==> config.mk <==
export PLATFORM = sky130hd
export DESIGN_NAME = liu_alarm_status_bits
export DESIGN_NICKNAME = d
export VERILOG_FILES = /design/src/liu_alarm_status_bits.v
export VERILOG_INCLUDE_DIRS = /design/src
export SDC_FILE = /design/constraint.sdc
export NUM_CORES = 1
export LEC_CHECK = 0
export BUFFER_PORTS_ARGS = -buffer_cell sky130_fd_sc_hd__buf_4
export CAP_MARGIN = 10
export CORE_MARGIN = 2
export CORE_UTILIZATION = 41
export CTS_CLUSTER_DIAMETER = 200
export CTS_CLUSTER_SIZE = 8
export DETAILED_ROUTE_END_ITERATION = 12
export PLACE_DENSITY = 0.77
export SLEW_MARGIN = 5
export SYNTH_ARGS = -nofsm -noshare
export SYNTH_HDL_FRONTEND = slang
export SYNTH_SLANG_ARGS = --single-unit
==> constraint.sdc <==
create_clock -name aclk -period 1.3 [get_ports aclk]
set_input_delay 0.065 -clock aclk [delete_from_list [all_inputs] [get_ports aclk]]
set_output_delay 0.065 -clock aclk [all_outputs]
set_load 0.03 [all_outputs]
==> src/liu_alarm_status_map.vh <==
// register map and constants for the line alarm status block
// Notes on behaviour
// - no pulse for 128 bit periods raises alarm
// - any pulse clears alarm at once
// - bit 6 read-only alarm, resets zero
// - alarm change with enable requests interrupt
// - bit 5 read-only fifo limit flag
// - fifo flag change with enable requests interrupt
// - bits 7 and 4 always read zero
`ifndef LIU_ALARM_STATUS_MAP_VH
`define LIU_ALARM_STATUS_MAP_VH
// byte addresses on the register bus
`define ADDR_STATUS 4'h0
`define ADDR_IRQ_ENABLE 4'h4
`define ADDR_IRQ_PENDING 4'h8
// bit positions
`define BIT_DRV_MON 6
`define BIT_FIFO_LIM 5
// silent bit periods before the alarm
`define DRV_MON_PERIODS 8'd128
// allowed pointer distance for the fifo limit flag
`define FIFO_LIM_DIST 3
// bus response codes
`define RESP_OKAY 2'b00
`define RESP_SLVERR 2'b10
`endif

==> src/liu_alarm_status_bits.v <==
// line alarm status bits with axi4-lite register access
//
// Decided for this implementation: the AXI4-Lite register port and the address map.
`include "liu_alarm_status_map.vh"
module liu_alarm_status_bits #(
   parameter PTR_W = 4
)(
   // clock and reset
   input wire aclk,
   input wire aresetn,
   // write address channel
   input wire [3:0] s_axi_awaddr,
   input wire s_axi_awvalid,
   output reg s_axi_awready,
   // write data channel
   input wire [31:0] s_axi_wdata,
   input wire [3:0] s_axi_wstrb,
   input wire s_axi_wvalid,
   output reg s_axi_wready,
   // write response channel
   output reg [1:0] s_axi_bresp,
   output reg s_axi_bvalid,
   input wire s_axi_bready,
   // read address channel
   input wire [3:0] s_axi_araddr,
   input wire s_axi_arvalid,
   output reg s_axi_arready,
   // read data channel
   output reg [31:0] s_axi_rdata,
   output reg [1:0] s_axi_rresp,
   output reg s_axi_rvalid,
   input wire s_axi_rready,
   // transmit line monitor, sampled from pins
   input wire tx_bit_tick,
   input wire tx_line_pos,
   input wire tx_line_neg,
   // jitter attenuator pointers, same clock
   input wire [PTR_W-1:0] ja_wr_ptr,
   input wire [PTR_W-1:0] ja_rd_ptr,
   // interrupt request to the combiner
   output reg irq_req
);

   // pin synchronisers: stage one feeds stage two only
   reg [2:0] pin_s1_reg;
   reg [2:0] pin_s2_reg;
   reg tick_d_reg; // previous synced tick for edge detect
   always @(posedge aclk)
   begin
      if (!aresetn)
      begin
         pin_s1_reg <= 3'h0;
         pin_s2_reg <= 3'h0;
         tick_d_reg <= 1'b0;
      end
      else
      begin
         pin_s1_reg <= {tx_bit_tick, tx_line_pos, tx_line_neg};
         pin_s2_reg <= pin_s1_reg;
         tick_d_reg <= pin_s2_reg[2];
      end
   end

   wire bit_period; // one cycle per transmit bit period
   wire pulse_seen; // bipolar activity on either rail
   assign bit_period = pin_s2_reg[2] & ~tick_d_reg;
   assign pulse_seen = pin_s2_reg[1] | pin_s2_reg[0];

   // silent period counter and driver monitor alarm
   reg [7:0] silent_reg;
   reg drv_mon_reg; // driver_monitor_alarm
   always @(posedge aclk)
   begin
      if (!aresetn)
      begin
         silent_reg <= 8'h00;
         drv_mon_reg <= 1'b0;
      end
      else if (pulse_seen)
      begin
         // any activity ends the alarm with no qualification
         silent_reg <= 8'h00;
         drv_mon_reg <= 1'b0;
      end
      else if (bit_period)
      begin
         if (silent_reg == `DRV_MON_PERIODS - 8'd1)
            drv_mon_reg <= 1'b1;
         else
            silent_reg <= silent_reg + 8'd1;
      end
   end

   // fifo limit flag from pointer distance, in both directions
   function [PTR_W-1:0] ptr_dist;
      input [PTR_W-1:0] a;
      input [PTR_W-1:0] b;
      reg [PTR_W-1:0] d;
      begin
         d = a - b;
         ptr_dist = (d[PTR_W-1]) ? (b - a) : d;
      end
   endfunction

   reg fifo_lim_reg; // fifo_limit_flag
   always @(posedge aclk)
   begin
      if (!aresetn)
         fifo_lim_reg <= 1'b0;
      else
         // widen the distance so the limit compares at full width
         fifo_lim_reg <= ({{(32-PTR_W){1'b0}},
                           ptr_dist(ja_wr_ptr, ja_rd_ptr)} <=
                          `FIFO_LIM_DIST);
   end

   // change detection and pending interrupt bits
   reg drv_mon_d_reg;
   reg fifo_lim_d_reg;
   reg [1:0] irq_en_reg; // {driver monitor, fifo limit} enables
   reg [1:0] pend_reg; // sticky change flags, write one to clear
   wire [1:0] change;
   wire [1:0] pend_clr;
   wire wr_fire;
   assign change = {drv_mon_reg ^ drv_mon_d_reg,
                    fifo_lim_reg ^ fifo_lim_d_reg};
   // set wins over clear so a change in the clear cycle survives
   always @(posedge aclk)
   begin
      if (!aresetn)
      begin
         drv_mon_d_reg <= 1'b0;
         fifo_lim_d_reg <= 1'b0;
         pend_reg <= 2'b00;
         irq_req <= 1'b0;
      end
      else
      begin
         drv_mon_d_reg <= drv_mon_reg;
         fifo_lim_d_reg <= fifo_lim_reg;
         pend_reg <= (pend_reg & ~pend_clr) | (change & irq_en_reg);
         irq_req <= |(pend_reg & irq_en_reg);
      end
   end

   // axi write: address and data taken in either order
   reg aw_full_reg;
   reg w_full_reg;
   reg [3:0] aw_addr_reg;
   reg [31:0] w_data_reg;
   reg [3:0] w_strb_reg;
   assign wr_fire = aw_full_reg & w_full_reg & ~s_axi_bvalid;
   assign pend_clr = (wr_fire && aw_addr_reg == `ADDR_IRQ_PENDING &&
                      w_strb_reg[0]) ?
                     {w_data_reg[`BIT_DRV_MON], w_data_reg[`BIT_FIFO_LIM]}
                     : 2'b00;
   always @(posedge aclk)
   begin
      if (!aresetn)
      begin
         aw_full_reg <= 1'b0;
         w_full_reg <= 1'b0;
         aw_addr_reg <= 4'h0;
         w_data_reg <= 32'h0;
         w_strb_reg <= 4'h0;
         s_axi_awready <= 1'b0;
         s_axi_wready <= 1'b0;
         s_axi_bvalid <= 1'b0;
         s_axi_bresp <= `RESP_OKAY;
         irq_en_reg <= 2'b00;
      end
      else
      begin
         // ready follows a seen request by one cycle, never idles high
         s_axi_awready <= s_axi_awvalid & ~aw_full_reg & ~s_axi_awready;
         s_axi_wready <= s_axi_wvalid & ~w_full_reg & ~s_axi_wready;
         if (s_axi_awvalid && s_axi_awready)
         begin
            aw_full_reg <= 1'b1;
            aw_addr_reg <= s_axi_awaddr;
            s_axi_awready <= 1'b0;
         end
         if (s_axi_wvalid && s_axi_wready)
         begin
            w_full_reg <= 1'b1;
            w_data_reg <= s_axi_wdata;
            w_strb_reg <= s_axi_wstrb;
            s_axi_wready <= 1'b0;
         end
         if (wr_fire)
         begin
            // status register is read only; writes to it are refused
            s_axi_bvalid <= 1'b1;
            s_axi_bresp <= `RESP_OKAY;
            if (aw_addr_reg == `ADDR_IRQ_ENABLE)
            begin
               if (w_strb_reg[0])
                  irq_en_reg <= {w_data_reg[`BIT_DRV_MON],
                                 w_data_reg[`BIT_FIFO_LIM]};
            end
            else if (aw_addr_reg != `ADDR_IRQ_PENDING)
               s_axi_bresp <= `RESP_SLVERR;
         end
         else if (s_axi_bvalid && s_axi_bready)
         begin
            s_axi_bvalid <= 1'b0;
            aw_full_reg <= 1'b0;
            w_full_reg <= 1'b0;
         end
      end
   end

   // axi read: one outstanding read, answer two cycles after arvalid
   always @(posedge aclk)
   begin
      if (!aresetn)
      begin
         s_axi_arready <= 1'b0;
         s_axi_rvalid <= 1'b0;
         s_axi_rdata <= 32'h0;
         s_axi_rresp <= `RESP_OKAY;
      end
      else if (s_axi_rvalid)
      begin
         if (s_axi_rready)
            s_axi_rvalid <= 1'b0;
      end
      else if (s_axi_arvalid && s_axi_arready)
      begin
         s_axi_arready <= 1'b0;
         s_axi_rvalid <= 1'b1;
         s_axi_rresp <= `RESP_OKAY;
         s_axi_rdata <= 32'h0; // bits 7 and 4 stay zero
         case (s_axi_araddr)
            `ADDR_STATUS:
            begin
               s_axi_rdata[`BIT_DRV_MON] <= drv_mon_reg;
               s_axi_rdata[`BIT_FIFO_LIM] <= fifo_lim_reg;
            end
            `ADDR_IRQ_ENABLE:
            begin
               s_axi_rdata[`BIT_DRV_MON] <= irq_en_reg[1];
               s_axi_rdata[`BIT_FIFO_LIM] <= irq_en_reg[0];
            end
            `ADDR_IRQ_PENDING:
            begin
               s_axi_rdata[`BIT_DRV_MON] <= pend_reg[1];
               s_axi_rdata[`BIT_FIFO_LIM] <= pend_reg[0];
            end
            default:
               s_axi_rresp <= `RESP_SLVERR;
         endcase
      end
      else
         s_axi_arready <= s_axi_arvalid;
   end

endmodule // liu_alarm_status_bits

# ---- Word-level counts from Yosys, hierarchy flattened
# Cells that the tools add are included.
# W data, S select, Z words.
dict set report totals {
  out_inout_bits 42
  regBits 49
  in_bits 62
  wordCells 93
}
dict set report classes {
  n_eq_ne 6
  bitwise 24
  magnitude_cmp 1
  add_sub_neg 3
  mux 18
  reduce_logical 17
}
# operator count
set op_table {}
lappend op_table {{$mux W1} 12}
lappend op_table {{$not A1 Y1} 9}
lappend op_table {{$add A8 B1 Y8 const B} 1}
lappend op_table {{$eq A4 B3 Y1 const B} 2}
lappend op_table {{$eq A4 B4 Y1 const B} 2}
lappend op_table {{$eq A8 B7 Y1 const B} 1}
lappend op_table {{$mux W2} 4}
lappend op_table {{$reduce_or A2 Y1} 4}
lappend op_table {{$sub A4 B4 Y4} 2}
lappend op_table {{$and A1 B1 Y1} 7}
lappend op_table {{$and A2 B2 Y2} 3}
lappend op_table {{$logic_and A1 B1 Y1} 6}
lappend op_table {{$pmux W2 S3} 1}
lappend op_table {{$reduce_and A2 Y1} 3}
lappend op_table {{$le A4 B2 Y1 const B} 1}
lappend op_table {{$logic_not A4 Y1} 1}
lappend op_table {{$mux W4} 1}
lappend op_table {{$ne A4 B4 Y1 const B} 1}
lappend op_table {{$reduce_and A3 Y1} 1}
lappend op_table {{$reduce_or A3 Y1} 1}
lappend op_table {{$not A2 Y2} 1}
lappend op_table {{$or A2 B2 Y2} 1}
lappend op_table {{$reduce_bool A2 Y1} 1}
lappend op_table {{$xor A1 B1 Y1} 2}
lappend op_table {{$or A1 B1 Y1} 1}

# ---- Logic depth before layout (Yosys ltp)
# Gate-level depths: netlist of the first run.
dict set report depth {
  ltp_word 8
  mapped_depth 6
  mapped_depth_nobuf 6
}

# ---- Worst setup path after synthesis of the first run
# Ideal clock, no wire load.
dict set report synth_timing {
  path_type {register -> register}
  start {register silent_reg[0]}
  end {register silent_reg[5]}
  synth_period_minus_slack_ps 1409
  setup_time_ps 72
  arrival_time_ps 1337
  path_stages_with_launch 6
  t_required_ps 1228
  path_buffers 0
  setup_slack_ps -109
  cell_sequence {dfxtp_1 > ha_1 > nand3_2 > o21ai_4 > or4_1 > a21oi_1}
}
dict set report synth_via {
  elab_chain_cells 3
  elab_cells_between_ends 4
  cone_classes {add/sub: 1; eq/ne: 1; bitwise: 1; reduce/logical: 1}
}
# element line
set synth_rtl {}
lappend synth_rtl {{from (decl)} liu_alarm_status_bits.v:70} ;# reg [7:0] silent_reg;
lappend synth_rtl {{from (signal assigned)} liu_alarm_status_bits.v:90} ;# silent_reg <= silent_reg + 8'd1;
lappend synth_rtl {{parallel branches: the longest is 3 deep, another holds $add A8 B1 Y8} -}
# Several ways; the timed one is not identified.
# A chain may end at the register's enable or synchronous reset.

# ---- Worst setup path after layout of the first run
dict set report layout_timing {
  start {register silent_reg[1]}
  end {register silent_reg[5]}
}
# The elaborated chain is that of the path after synthesis.

==> results_dict.tcl, run 1 <==
set metrics [dict create \
    dr.pass1.iters 4 \
    die_h_um 74.9 \
    final_common_cell "buf_4" \
    p_total_uw 2770 \
    clkTransAtPathRegs_ns 0.08 \
    syn2layout_area_growth_pct 25.0 \
    peakVddDrop_uv 598 \
    cp_top_family "simple AND/OR/NAND/NOR gates" \
    yosysWarnings 0 \
    synth_cell_types 46 \
    ys_seq_area_share_pct 40.8 \
    num_antenna_cells 0 \
    drtAntennaViolNets 0 \
    grt_antenna_before_repair 0 \
    required_ns 1.52 \
    syn_avg_cell_area_um2 9.20 \
    fin_crit_sh_pct 105 \
    synth_cells 224 \
    setup_viol 4 \
    clockBufferDepth 2 \
    multiInputGateArea_mm2 0.00109 \
    final_nets 347 \
    swShare_pct 26.2 \
    startpoint "silent_reg[1]" \
    place_ws_ns -0.0804 \
    vias 1594 \
    io_buffers 38 \
    path_class "reg -> reg" \
    cts.sinks 42 \
    crit_buf_inv 0 \
    remaining_drc_errors 0 \
    largest_reg_flops 8 \
    clock_power_share_pct 37.0 \
    power_frac_seq_pct 48.8 \
    holdWs_ns 0.0324 \
    grt_first_pass_wirelength_um 5940 \
    coreArea_mm2 0.00479 \
    fp.dieArea_mm2 0.00561 \
    cp-start-kind "flop" \
    finalHoldViolations 0 \
    grt.total_usage_pct 13.6 \
    cp-end-kind "flop" \
    overflow 0 \
    regArea_um2 851 \
    row_count 25 \
    drt_iter0_drc 42 \
    boundaryPins 104 \
    root_buffer "clkbuf_8" \
    fin_crit_ns 1.36 \
    hold_start "s_axi_araddr[0]" \
    wl_um 3640 \
    failed_checks "negative setup slack" \
    wl_met1_um 1480 \
    grt_pass1_vias 1403 \
    drv_slew 0 \
    hp-class "in -> reg" \
    combPwrFrac_pct 14.2 \
    grt_max_degree 37 \
    cts_made_buffers 5 \
    clk-insertion-delay-late_ns 0.29 \
    path_cells "ha_4 -> nand3_4 -> o21ai_4 -> or4_1 -> a21oi_1" \
    power.switching_uw 724 \
    place_hpwl_um 2640 \
    tritoncts "built" \
    intPower_uw 2040 \
    start_util_pct 43.1 \
    ys_ff_latch 42 \
    drive_above_1_share_pct 28.8 \
    crit_fanout 7 \
    p_leak_uw 0.00112 \
    p_per_area_mw_per_mm2 1070 \
    setup_tns_ns -0.141 \
    gp_congestion 0.793 \
    dieWidth_um 74.9 \
    rsz0062_at_grt "yes" \
    avgRoutedWirePerCell_um 10.5 \
    viasPerCell 4.58 \
    worstPathArrival_ns 1.58 \
    crit_slowest_cell "or4_1" \
    syn_area_mm2 0.00206 \
    cts_htree_levels 2 \
    clock_skew_ns 0.00971 \
    wl_met3_um 185 \
    fmax_mhz 735 \
    status "finished, violations left" \
    dr_wl_met2_um 1930 \
    reg2reg_from "silent_reg[1]" \
    layout_common_cells "buf_4 (50), dfxtp_1 (34), conb_1 (32)" \
    cpPeakStageDelay_ns 0.50 \
    worst_slack_ns -0.0611 \
    drv_cap 0 \
    maxUsedRoutingLayer "met4" \
    n_fill_cell 444 \
]
[synthesized netlist by cell type (all sizes together)]
library cell  number  share of area, %
and4               1              0.43
and2               9               2.8
nand2             18               3.3
mux2i              5               2.4
buf               32                12
a21oi             12               2.9
nor4bb             2              0.97
and3b              1              0.43
o22ai              1              0.30
nand4b             1              0.73
nor2              11               2.0
or4                2              0.73
a31oi              2              0.61
o21a               2              0.73
a211oi             1              0.36
clkbuf             4              0.73
a22oi              3               1.1
xor2               3               1.3
a31o               2              0.85
or2                1              0.30
a211o              1              0.43
mux2               1              0.55
nand3b             3               1.1
ha                 5               3.0
a21boi             8               2.9
nand2b             3              0.91
o21bai             1              0.36
xnor2              2              0.85
a2111oi            2               1.8
o31ai              2              0.73
nor3b              1              0.36
or3                3              0.97
inv                7               1.3
nand3              9               2.4
conb               1              0.18
o21ai              7               2.2
nand4              2              0.61
dfxtp             42                41
a32o               1              0.49
nor2b             10               3.4
[worst paths after layout]
path,to,slack [ns],depth (start not counted)
worst min-delay path,s_axi_rresp[1],0.03,3
worst max-delay path,silent_reg[5],-0.06,5
worst min register to register,pin_s2_reg[0],0.44,1
worst max register to register,silent_reg[5],-0.06,5
[cell type report]
class / count / area share, %
clock inverters: 2 / 1.46
well taps: 67 / 3.26
repair buffers: 54 / 16.2
inverters: 7 / 1.02
multi-input cells: 170 / 42.2
clock buffers: 6 / 2.82
flip-flops and latches: 42 / 33.0
[power groups by stage]
stage / Clock (µW) / Sequential, µW / Combinational [µW]
2_1_floorplan: 0 / 1390 / 318
3_3_place_gp: 0 / 1380 / 378
3_5_place_dp: 0 / 1380 / 384
4_1_cts: 1050 / 1350 / 393
5_1_grt: 1100 / 1350 / 430
6_report: 1020 / 1350 / 393
[what timing repair did]
| action | in CTS | in global routing |
|---|---|---|
| setup buffers | 2 | 1 |
| pin swaps | 5 | 1 |
| setup endpoints to repair | 4 | 9 |
| endpoints found under the hold margin | 3 | 0 |
| gates resized for setup | 7 | 1 |
| hold buffers | 3 | 0 |
[worst register-to-register path: stages (launching register included)]
cell and delay (ns):
dfxtp_2 0.34, ha_4 0.17, nand3_4 0.08, o21ai_4 0.08, or4_1 0.50, a21oi_1 0.13
[per-stage QoR]
step / util (%) / area (µm²) / std cells
finish: 53.8 / 2570 / 348
global route: 53.8 / 2570 / 348
CTS: 53.6 / 2570 / 347
detailed placement: 50.0 / 2390 / 334
global placement: 50.0 / 2390 / 334
floorplan: - / 2200 / 255
[logic make-up after synthesis]
group / synth area share, %
simple gates: 21.4
buf+inv: 13.7
compound gates: 15.8
fa+ha+maj: 3.04
other cells: 0.182
mux: 2.98
flops: 40.8
xor+xnor: 2.13
[routing by layer]
layer / GRT usage (%) / up-vias
li1: - / 815
met1: 15.5 / 735
met2: 24.3 / 37
met3: 4.28 / 7
met4: 4.17 / 0
met5: 0 / -
Power figures use the tool's default switching activity.
==> run 2: changes to the inputs <==
--- a/config.mk
+++ b/config.mk
@@ -6,10 +6,11 @@
 export SDC_FILE = /design/constraint.sdc
 export NUM_CORES = 1
 export LEC_CHECK = 0
+export ABC_AREA = 1
 export BUFFER_PORTS_ARGS = -buffer_cell sky130_fd_sc_hd__buf_4
 export CAP_MARGIN = 10
 export CORE_MARGIN = 2
-export CORE_UTILIZATION = 41
+export CORE_UTILIZATION = 42
 export CTS_CLUSTER_DIAMETER = 200
 export CTS_CLUSTER_SIZE = 8
 export DETAILED_ROUTE_END_ITERATION = 12
==> run 2 against run 1 <==
- the run now ends clean
- non-clock buffer count decreased by 9
- maximum frequency grew 9.6%
- synthesized cell count rose by 41%
- clock skew shrank 0.0078 ns
- global-route usage rose by 0.78 points
- clock power shrank 16%
- sequential cell count unchanged
- largest cell class unchanged
==> results_dict.tcl, run 2 <==
set metrics [dict create \
    place_ws_ns 0.0481 \
    multiInputGateArea_mm2 0.00107 \
    fp.dieArea_mm2 0.00579 \
    drt_iter0_drc 72 \
    ys_seq_area_share_pct 38.5 \
    drtAntennaViolNets 0 \
    grt_first_pass_wirelength_um 7020 \
    synthTopCellsByArea "dfxtp_1 (38%), nand2_1 (13%), buf_4 (11%), inv_1 (7.2%), nor2_1 (7.0%)" \
    place_hpwl_um 3090 \
    yosysTopAreaCell "dfxtp_1" \
    p_per_area_mw_per_mm2 1030 \
    synth_most_common_cell "nand2_1" \
    syn_area_mm2 0.00218 \
    grt.total_usage_pct 14.4 \
    cp-end-kind "flop" \
    synth-edff-count 0 \
    remaining_drc_errors 0 \
    ys_ff_latch 42 \
    reg2regPathDepth 8 \
    coreArea_mm2 0.00507 \
    cp-endpoint "silent_reg[0]" \
    cpPeakStageDelay_ns 0.37 \
    synthFlopType "dfxtp_1" \
    vias 1889 \
    hp-class "in -> reg" \
    final_common_cell "nand2_1" \
    hold_start "s_axi_wvalid" \
    fin_crit_ns 1.24 \
    crit_slowest_cell "dfxtp_2" \
    worst_slack_ns 0.0581 \
    synth_cells 316 \
    peakVddDrop_uv 424 \
    syn_avg_cell_area_um2 6.91 \
    worstPathArrival_ns 1.43 \
    io_buffers 38 \
    grt_pass1_vias 1783 \
    clkTransAtPathRegs_ns 0.08 \
    clock_skew_ns 0.00189 \
    start_util_pct 43.0 \
    use_met1_pct 14.4 \
    cp-start-kind "flop" \
    drv_slew 0 \
    r2r_setup_slack_ns 0.06 \
    placed_cells 425 \
    yosysWarnings 0 \
    yosys.area.top_type_share_pct 38.5 \
    crit_fanout 7 \
    drive_above_1_share_pct 17.8 \
    finalHoldViolations 0 \
    top_usage_layer "met2" \
    row_count 26 \
    boundaryPins 104 \
    dieWidth_um 76.1 \
    drv_cap 0 \
    setup_viol 0 \
    path_class "reg -> reg" \
    fmax_mhz 805 \
    n_fill_cell 547 \
    dr.pass1.iters 5 \
    root_buffer "clkbuf_8" \
    syn2layout_area_growth_pct 19.4 \
    grt_antenna_before_repair 0 \
    largest_reg_flops 8 \
    synth_cell_types 22 \
    status "finished clean" \
    grt.met3_usage_pct 3.44 \
    holdWs_ns 0.00864 \
    num_antenna_cells 0 \
    cts.sinks 42 \
    avgRoutedWirePerCell_um 9.42 \
    required_ns 1.48 \
    synthArstFlopShare_pct 0 \
    clk-insertion-delay-late_ns 0.29 \
    layout_common_cells "nand2_1 (76), inv_1 (42), buf_4 (42)" \
    regArea_um2 843 \
    p_leak_uw 0.00134 \
    r2r_end "silent_reg[0]" \
    final_cell_count_no_fill 436 \
    wl_um 4110 \
    clockBufferDepth 2 \
    overflow 0 \
    cts_made_buffers 5 \
    viasPerCell 4.33 \
    gp_congestion 0.741 \
    path_cells "ha_4 -> nand2_4 -> nor2_4 -> nand2_2 -> nand2_4 -> inv_4 -> nor2_1 -> nor2_1" \
    grt_use_met2_pct 27.9 \
    final_nets 432 \
    synth.top_cells.by_count "nand2_1 (76), dfxtp_1 (42), inv_1 (42), nor2_1 (41), buf_4 (32)" \
    grt_max_degree 25 \
    tritoncts "built" \
    cts_htree_levels 2 \
    fin_crit_sh_pct 95.5 \
    setup_tns_ns 0 \
    reg2reg_from "silent_reg[1]" \
    die_h_um 76.1 \
    startpoint "silent_reg[1]" \
]
[run 2: how the worst min path moves through the flow]
stage | cells past startpoint | slack [ns] | end
2_1_floorplan | 2 | 0.16 | pin_s1_reg[0]
3_3_place_gp | 3 | 0.25 | pin_s1_reg[1]
3_5_place_dp | 3 | 0.25 | pin_s1_reg[2]
4_1_cts | 3 | 0.006 | s_axi_wready
5_1_grt | 3 | 0.02 | s_axi_awready
6_report | 3 | 0.009 | s_axi_wready
[run 2: kinds of logic after synthesis]
family | Yosys count | share of synthesized area, %
AND/OR/NAND/NOR | 152 | 29.7
buffers and inverters | 78 | 19.0
flip-flops | 42 | 38.5
AO/OA/AOI/OAI | 33 | 7.73
XOR/XNOR | 5 | 2.00
adder cells (fa/ha/maj) | 5 | 2.86
other | 1 | 0.172
[run 2: area by class of cell]
class                   instances  share of cell area [%]
clock buffers                   7                    3.31
inverters                      44                    6.43
well taps                      70                    3.36
clock inverters                 1                   0.192
flip-flops and latches         42                    32.3
repair buffers                 45                    13.2
multi-input cells             227                    41.2
[run 2: through the flow]
step	area [µm²]	power [µW]	utilization [%]
2_1_floorplan	2300	1790	-
3_3_place_gp	2460	1840	48.4
6_report	2610	2700	51.4
3_5_place_dp	2460	1850	48.4
4_1_cts	2580	2720	50.8
5_1_grt	2610	2830	51.4
[run 2: power breakdown]
| group | total [µW] | leakage (µW) | switching, µW | internal, µW |
|---|---|---|---|---|
| combinational | 475 | 0.000950 | 316 | 159 |
| sequential | 1360 | 0.000343 | 29.6 | 1330 |
| clock | 860 | 0.0000482 | 431 | 429 |
[run 2: critical path: cells and delay by family, from the launching register on]
family / cells / cell delay, ns
DFF: 1 / 0.37
adders and majority gates: 1 / 0.15
and+or+nand+nor: 6 / 0.56
buffers and inverters: 1 / 0.06
[run 2: timing repair]
item | in CTS | in global routing
resized for setup | 0 | 9
buffers inserted | 0 | 0
endpoints found under the hold margin | 3 | 0
hold buffers | 3 | 0
endpoints found under the setup margin | 0 | 9
[run 2: metal layers]
layer / wire length, µm / up-vias
li1: - / 1007
met1: 1670 / 834
met2: 2230 / 43
met3: 153 / 5
met4: 53 / 0
met5: 0 / -
==> run 3: changes to the inputs <==
--- a/config.mk
+++ b/config.mk
@@ -14,7 +14,7 @@
 export CTS_CLUSTER_DIAMETER = 200
 export CTS_CLUSTER_SIZE = 8
 export DETAILED_ROUTE_END_ITERATION = 12
-export PLACE_DENSITY = 0.77
+export PLACE_DENSITY_LB_ADDON = 0.15
 export SLEW_MARGIN = 5
 export SYNTH_ARGS = -nofsm -noshare
 export SYNTH_HDL_FRONTEND = slang
==> run 3 against run 2 <==
- wire length fell by 8.3%
- global-route usage fell by 0.86 points
- non-clock buffer count rose by 5
- cell count rose by 1.1%
- sequential power barely moved
- largest power group unchanged
- register-to-register slack improved by 0.03 ns
- sequential cell count did not move
- first-iteration DRC count fell by 17%
- core utilization rose by 0.37 points
==> results_dict.tcl, run 3 (same netlist as run 2, synthesis figures left out) <==
set metrics [dict create \
    place_hpwl_um 2940 \
    start_util_pct 43.0 \
    hp-class "in -> reg" \
    cp-start-kind "flop" \
    layout_common_cells "nand2_1 (76), buf_4 (45), inv_1 (42)" \
    clkTransAtPathRegs_ns 0.08 \
    r2r_setup_slack_ns 0.09 \
    worstPathArrival_ns 1.39 \
    boundaryPins 104 \
    grt_pass1_vias 1584 \
    dr.pass1.iters 4 \
    drv_cap 0 \
    drtAntennaViolNets 0 \
    clk-insertion-delay-late_ns 0.29 \
    gp_congestion 0.751 \
    drive_above_1_share_pct 17.8 \
    n_fill_cell 558 \
    root_buffer "clkbuf_8" \
    io_buffers 38 \
    overflow 0 \
    crit_slowest_cell "dfxtp_2" \
    cts.sinks 42 \
    num_antenna_cells 0 \
    path_class "reg -> reg" \
    avgRoutedWirePerCell_um 8.54 \
    reg2regPathDepth 8 \
    drt_iter0_drc 60 \
    viasPerCell 4.14 \
    worst_slack_ns 0.0924 \
    grt_antenna_before_repair 0 \
    wl_um 3770 \
    largest_reg_flops 8 \
    final_cell_count_no_fill 441 \
    cts_made_buffers 5 \
    placed_cells 425 \
    dieWidth_um 76.1 \
    peakVddDrop_uv 473 \
    fp.dieArea_mm2 0.00579 \
    finalHoldViolations 0 \
    final_nets 437 \
    hold_depth 3 \
    placed_area_mm2 0.00246 \
    grt_first_pass_wirelength_um 6470 \
    clockBufferDepth 2 \
    fin_crit_sh_pct 92.9 \
    fmax_mhz 828 \
    final_common_cell "nand2_1" \
    setup_tns_ns 0 \
    crit_fanout 7 \
    setup_viol 0 \
    multiInputGateArea_mm2 0.00105 \
    vias 1827 \
    rsz0062_at_grt "yes" \
    place_ws_ns 0.0283 \
    drv_slew 0 \
    tritoncts "built" \
    remaining_drc_errors 0 \
    grt_max_degree 25 \
    regArea_um2 843 \
    required_ns 1.48 \
    fin_crit_ns 1.21 \
    p_leak_uw 0.00135 \
    final_core_util_pct 51.8 \
    coreArea_mm2 0.00507 \
    die_h_um 76.1 \
    grt.total_usage_pct 13.5 \
    cpPeakStageDelay_ns 0.34 \
    syn2layout_area_growth_pct 20.3 \
    path_cells "ha_2 -> nand2_2 -> nor2_4 -> nand2_2 -> nand2_4 -> inv_4 -> nor2_1 -> nor2_1" \
    status "finished clean" \
    row_count 26 \
    cp-end-kind "flop" \
    final_area_mm2 0.00263 \
    cts_htree_levels 2 \
    p_per_area_mw_per_mm2 1020 \
    clock_skew_ns 0.00404 \
]
==> run 3: changes by cell type in the layout (fill, tap and decap cells not counted), sizes merged <==
| cell | delta |
|---|---|
| buf | +3 |
| dlygate4sd3 | +2 |
==> run 3: layer usage <==
metal | GRT usage, % | share of wire, % | vias up
met5 | 0 | 0 | -
met4 | 4.91 | 1.6 | 0
met3 | 4.86 | 6.5 | 7
met2 | 21.7 | 42 | 44
met1 | 16.8 | 50 | 756
li1 | - | - | 1020
==> run 3: final timing paths <==
check                        end            start
setup reg to reg   silent_reg[1]    silent_reg[1]
hold reg to reg    pin_s2_reg[2]    pin_s1_reg[2]
setup / recovery   silent_reg[1]    silent_reg[1]
hold / removal    aw_addr_reg[1]  s_axi_awaddr[1]
==> run 3: repair_timing <==
item / in CTS / in global routing
endpoints found under the hold margin: 5 / 0
setup endpoints to repair: 0 / 9
buffers inserted: 0 / 3
gates resized for setup: 0 / 4
hold buffers: 5 / 0
==> run 3: critical path, delay by kind of cell (launching register included) <==
| kind | cells | cell delay, ns |
|---|---|---|
| buffers and inverters | 1 | 0.06 |
| DFF | 1 | 0.34 |
| adders and majority gates | 1 | 0.18 |
| and+or+nand+nor | 6 | 0.52 |
==> run 3: final cells by class <==
type,count,share of cell area (%)
clock buffer,7,3.29
clock inverter,1,0.190
inverter,44,6.38
multi-input combinational,227,40.0
sequential,42,32.1
tap,70,3.33
timing repair buffer,50,14.8
==> run 3: through the flow <==
stage	total power (µW)	hold WS [ns]
finish	2690	0.0210
global route	2860	0.0406
CTS	2730	0.0104
detailed placement	1850	0.253
global placement	1850	0.246
floorplan	1790	0.163
==> run 3: power by group <==
part           leakage (µW)  switching [µW]  internal, µW
sequential         0.000343            28.3          1330
combinational      0.000958             313           162
clock             0.0000482             422           428
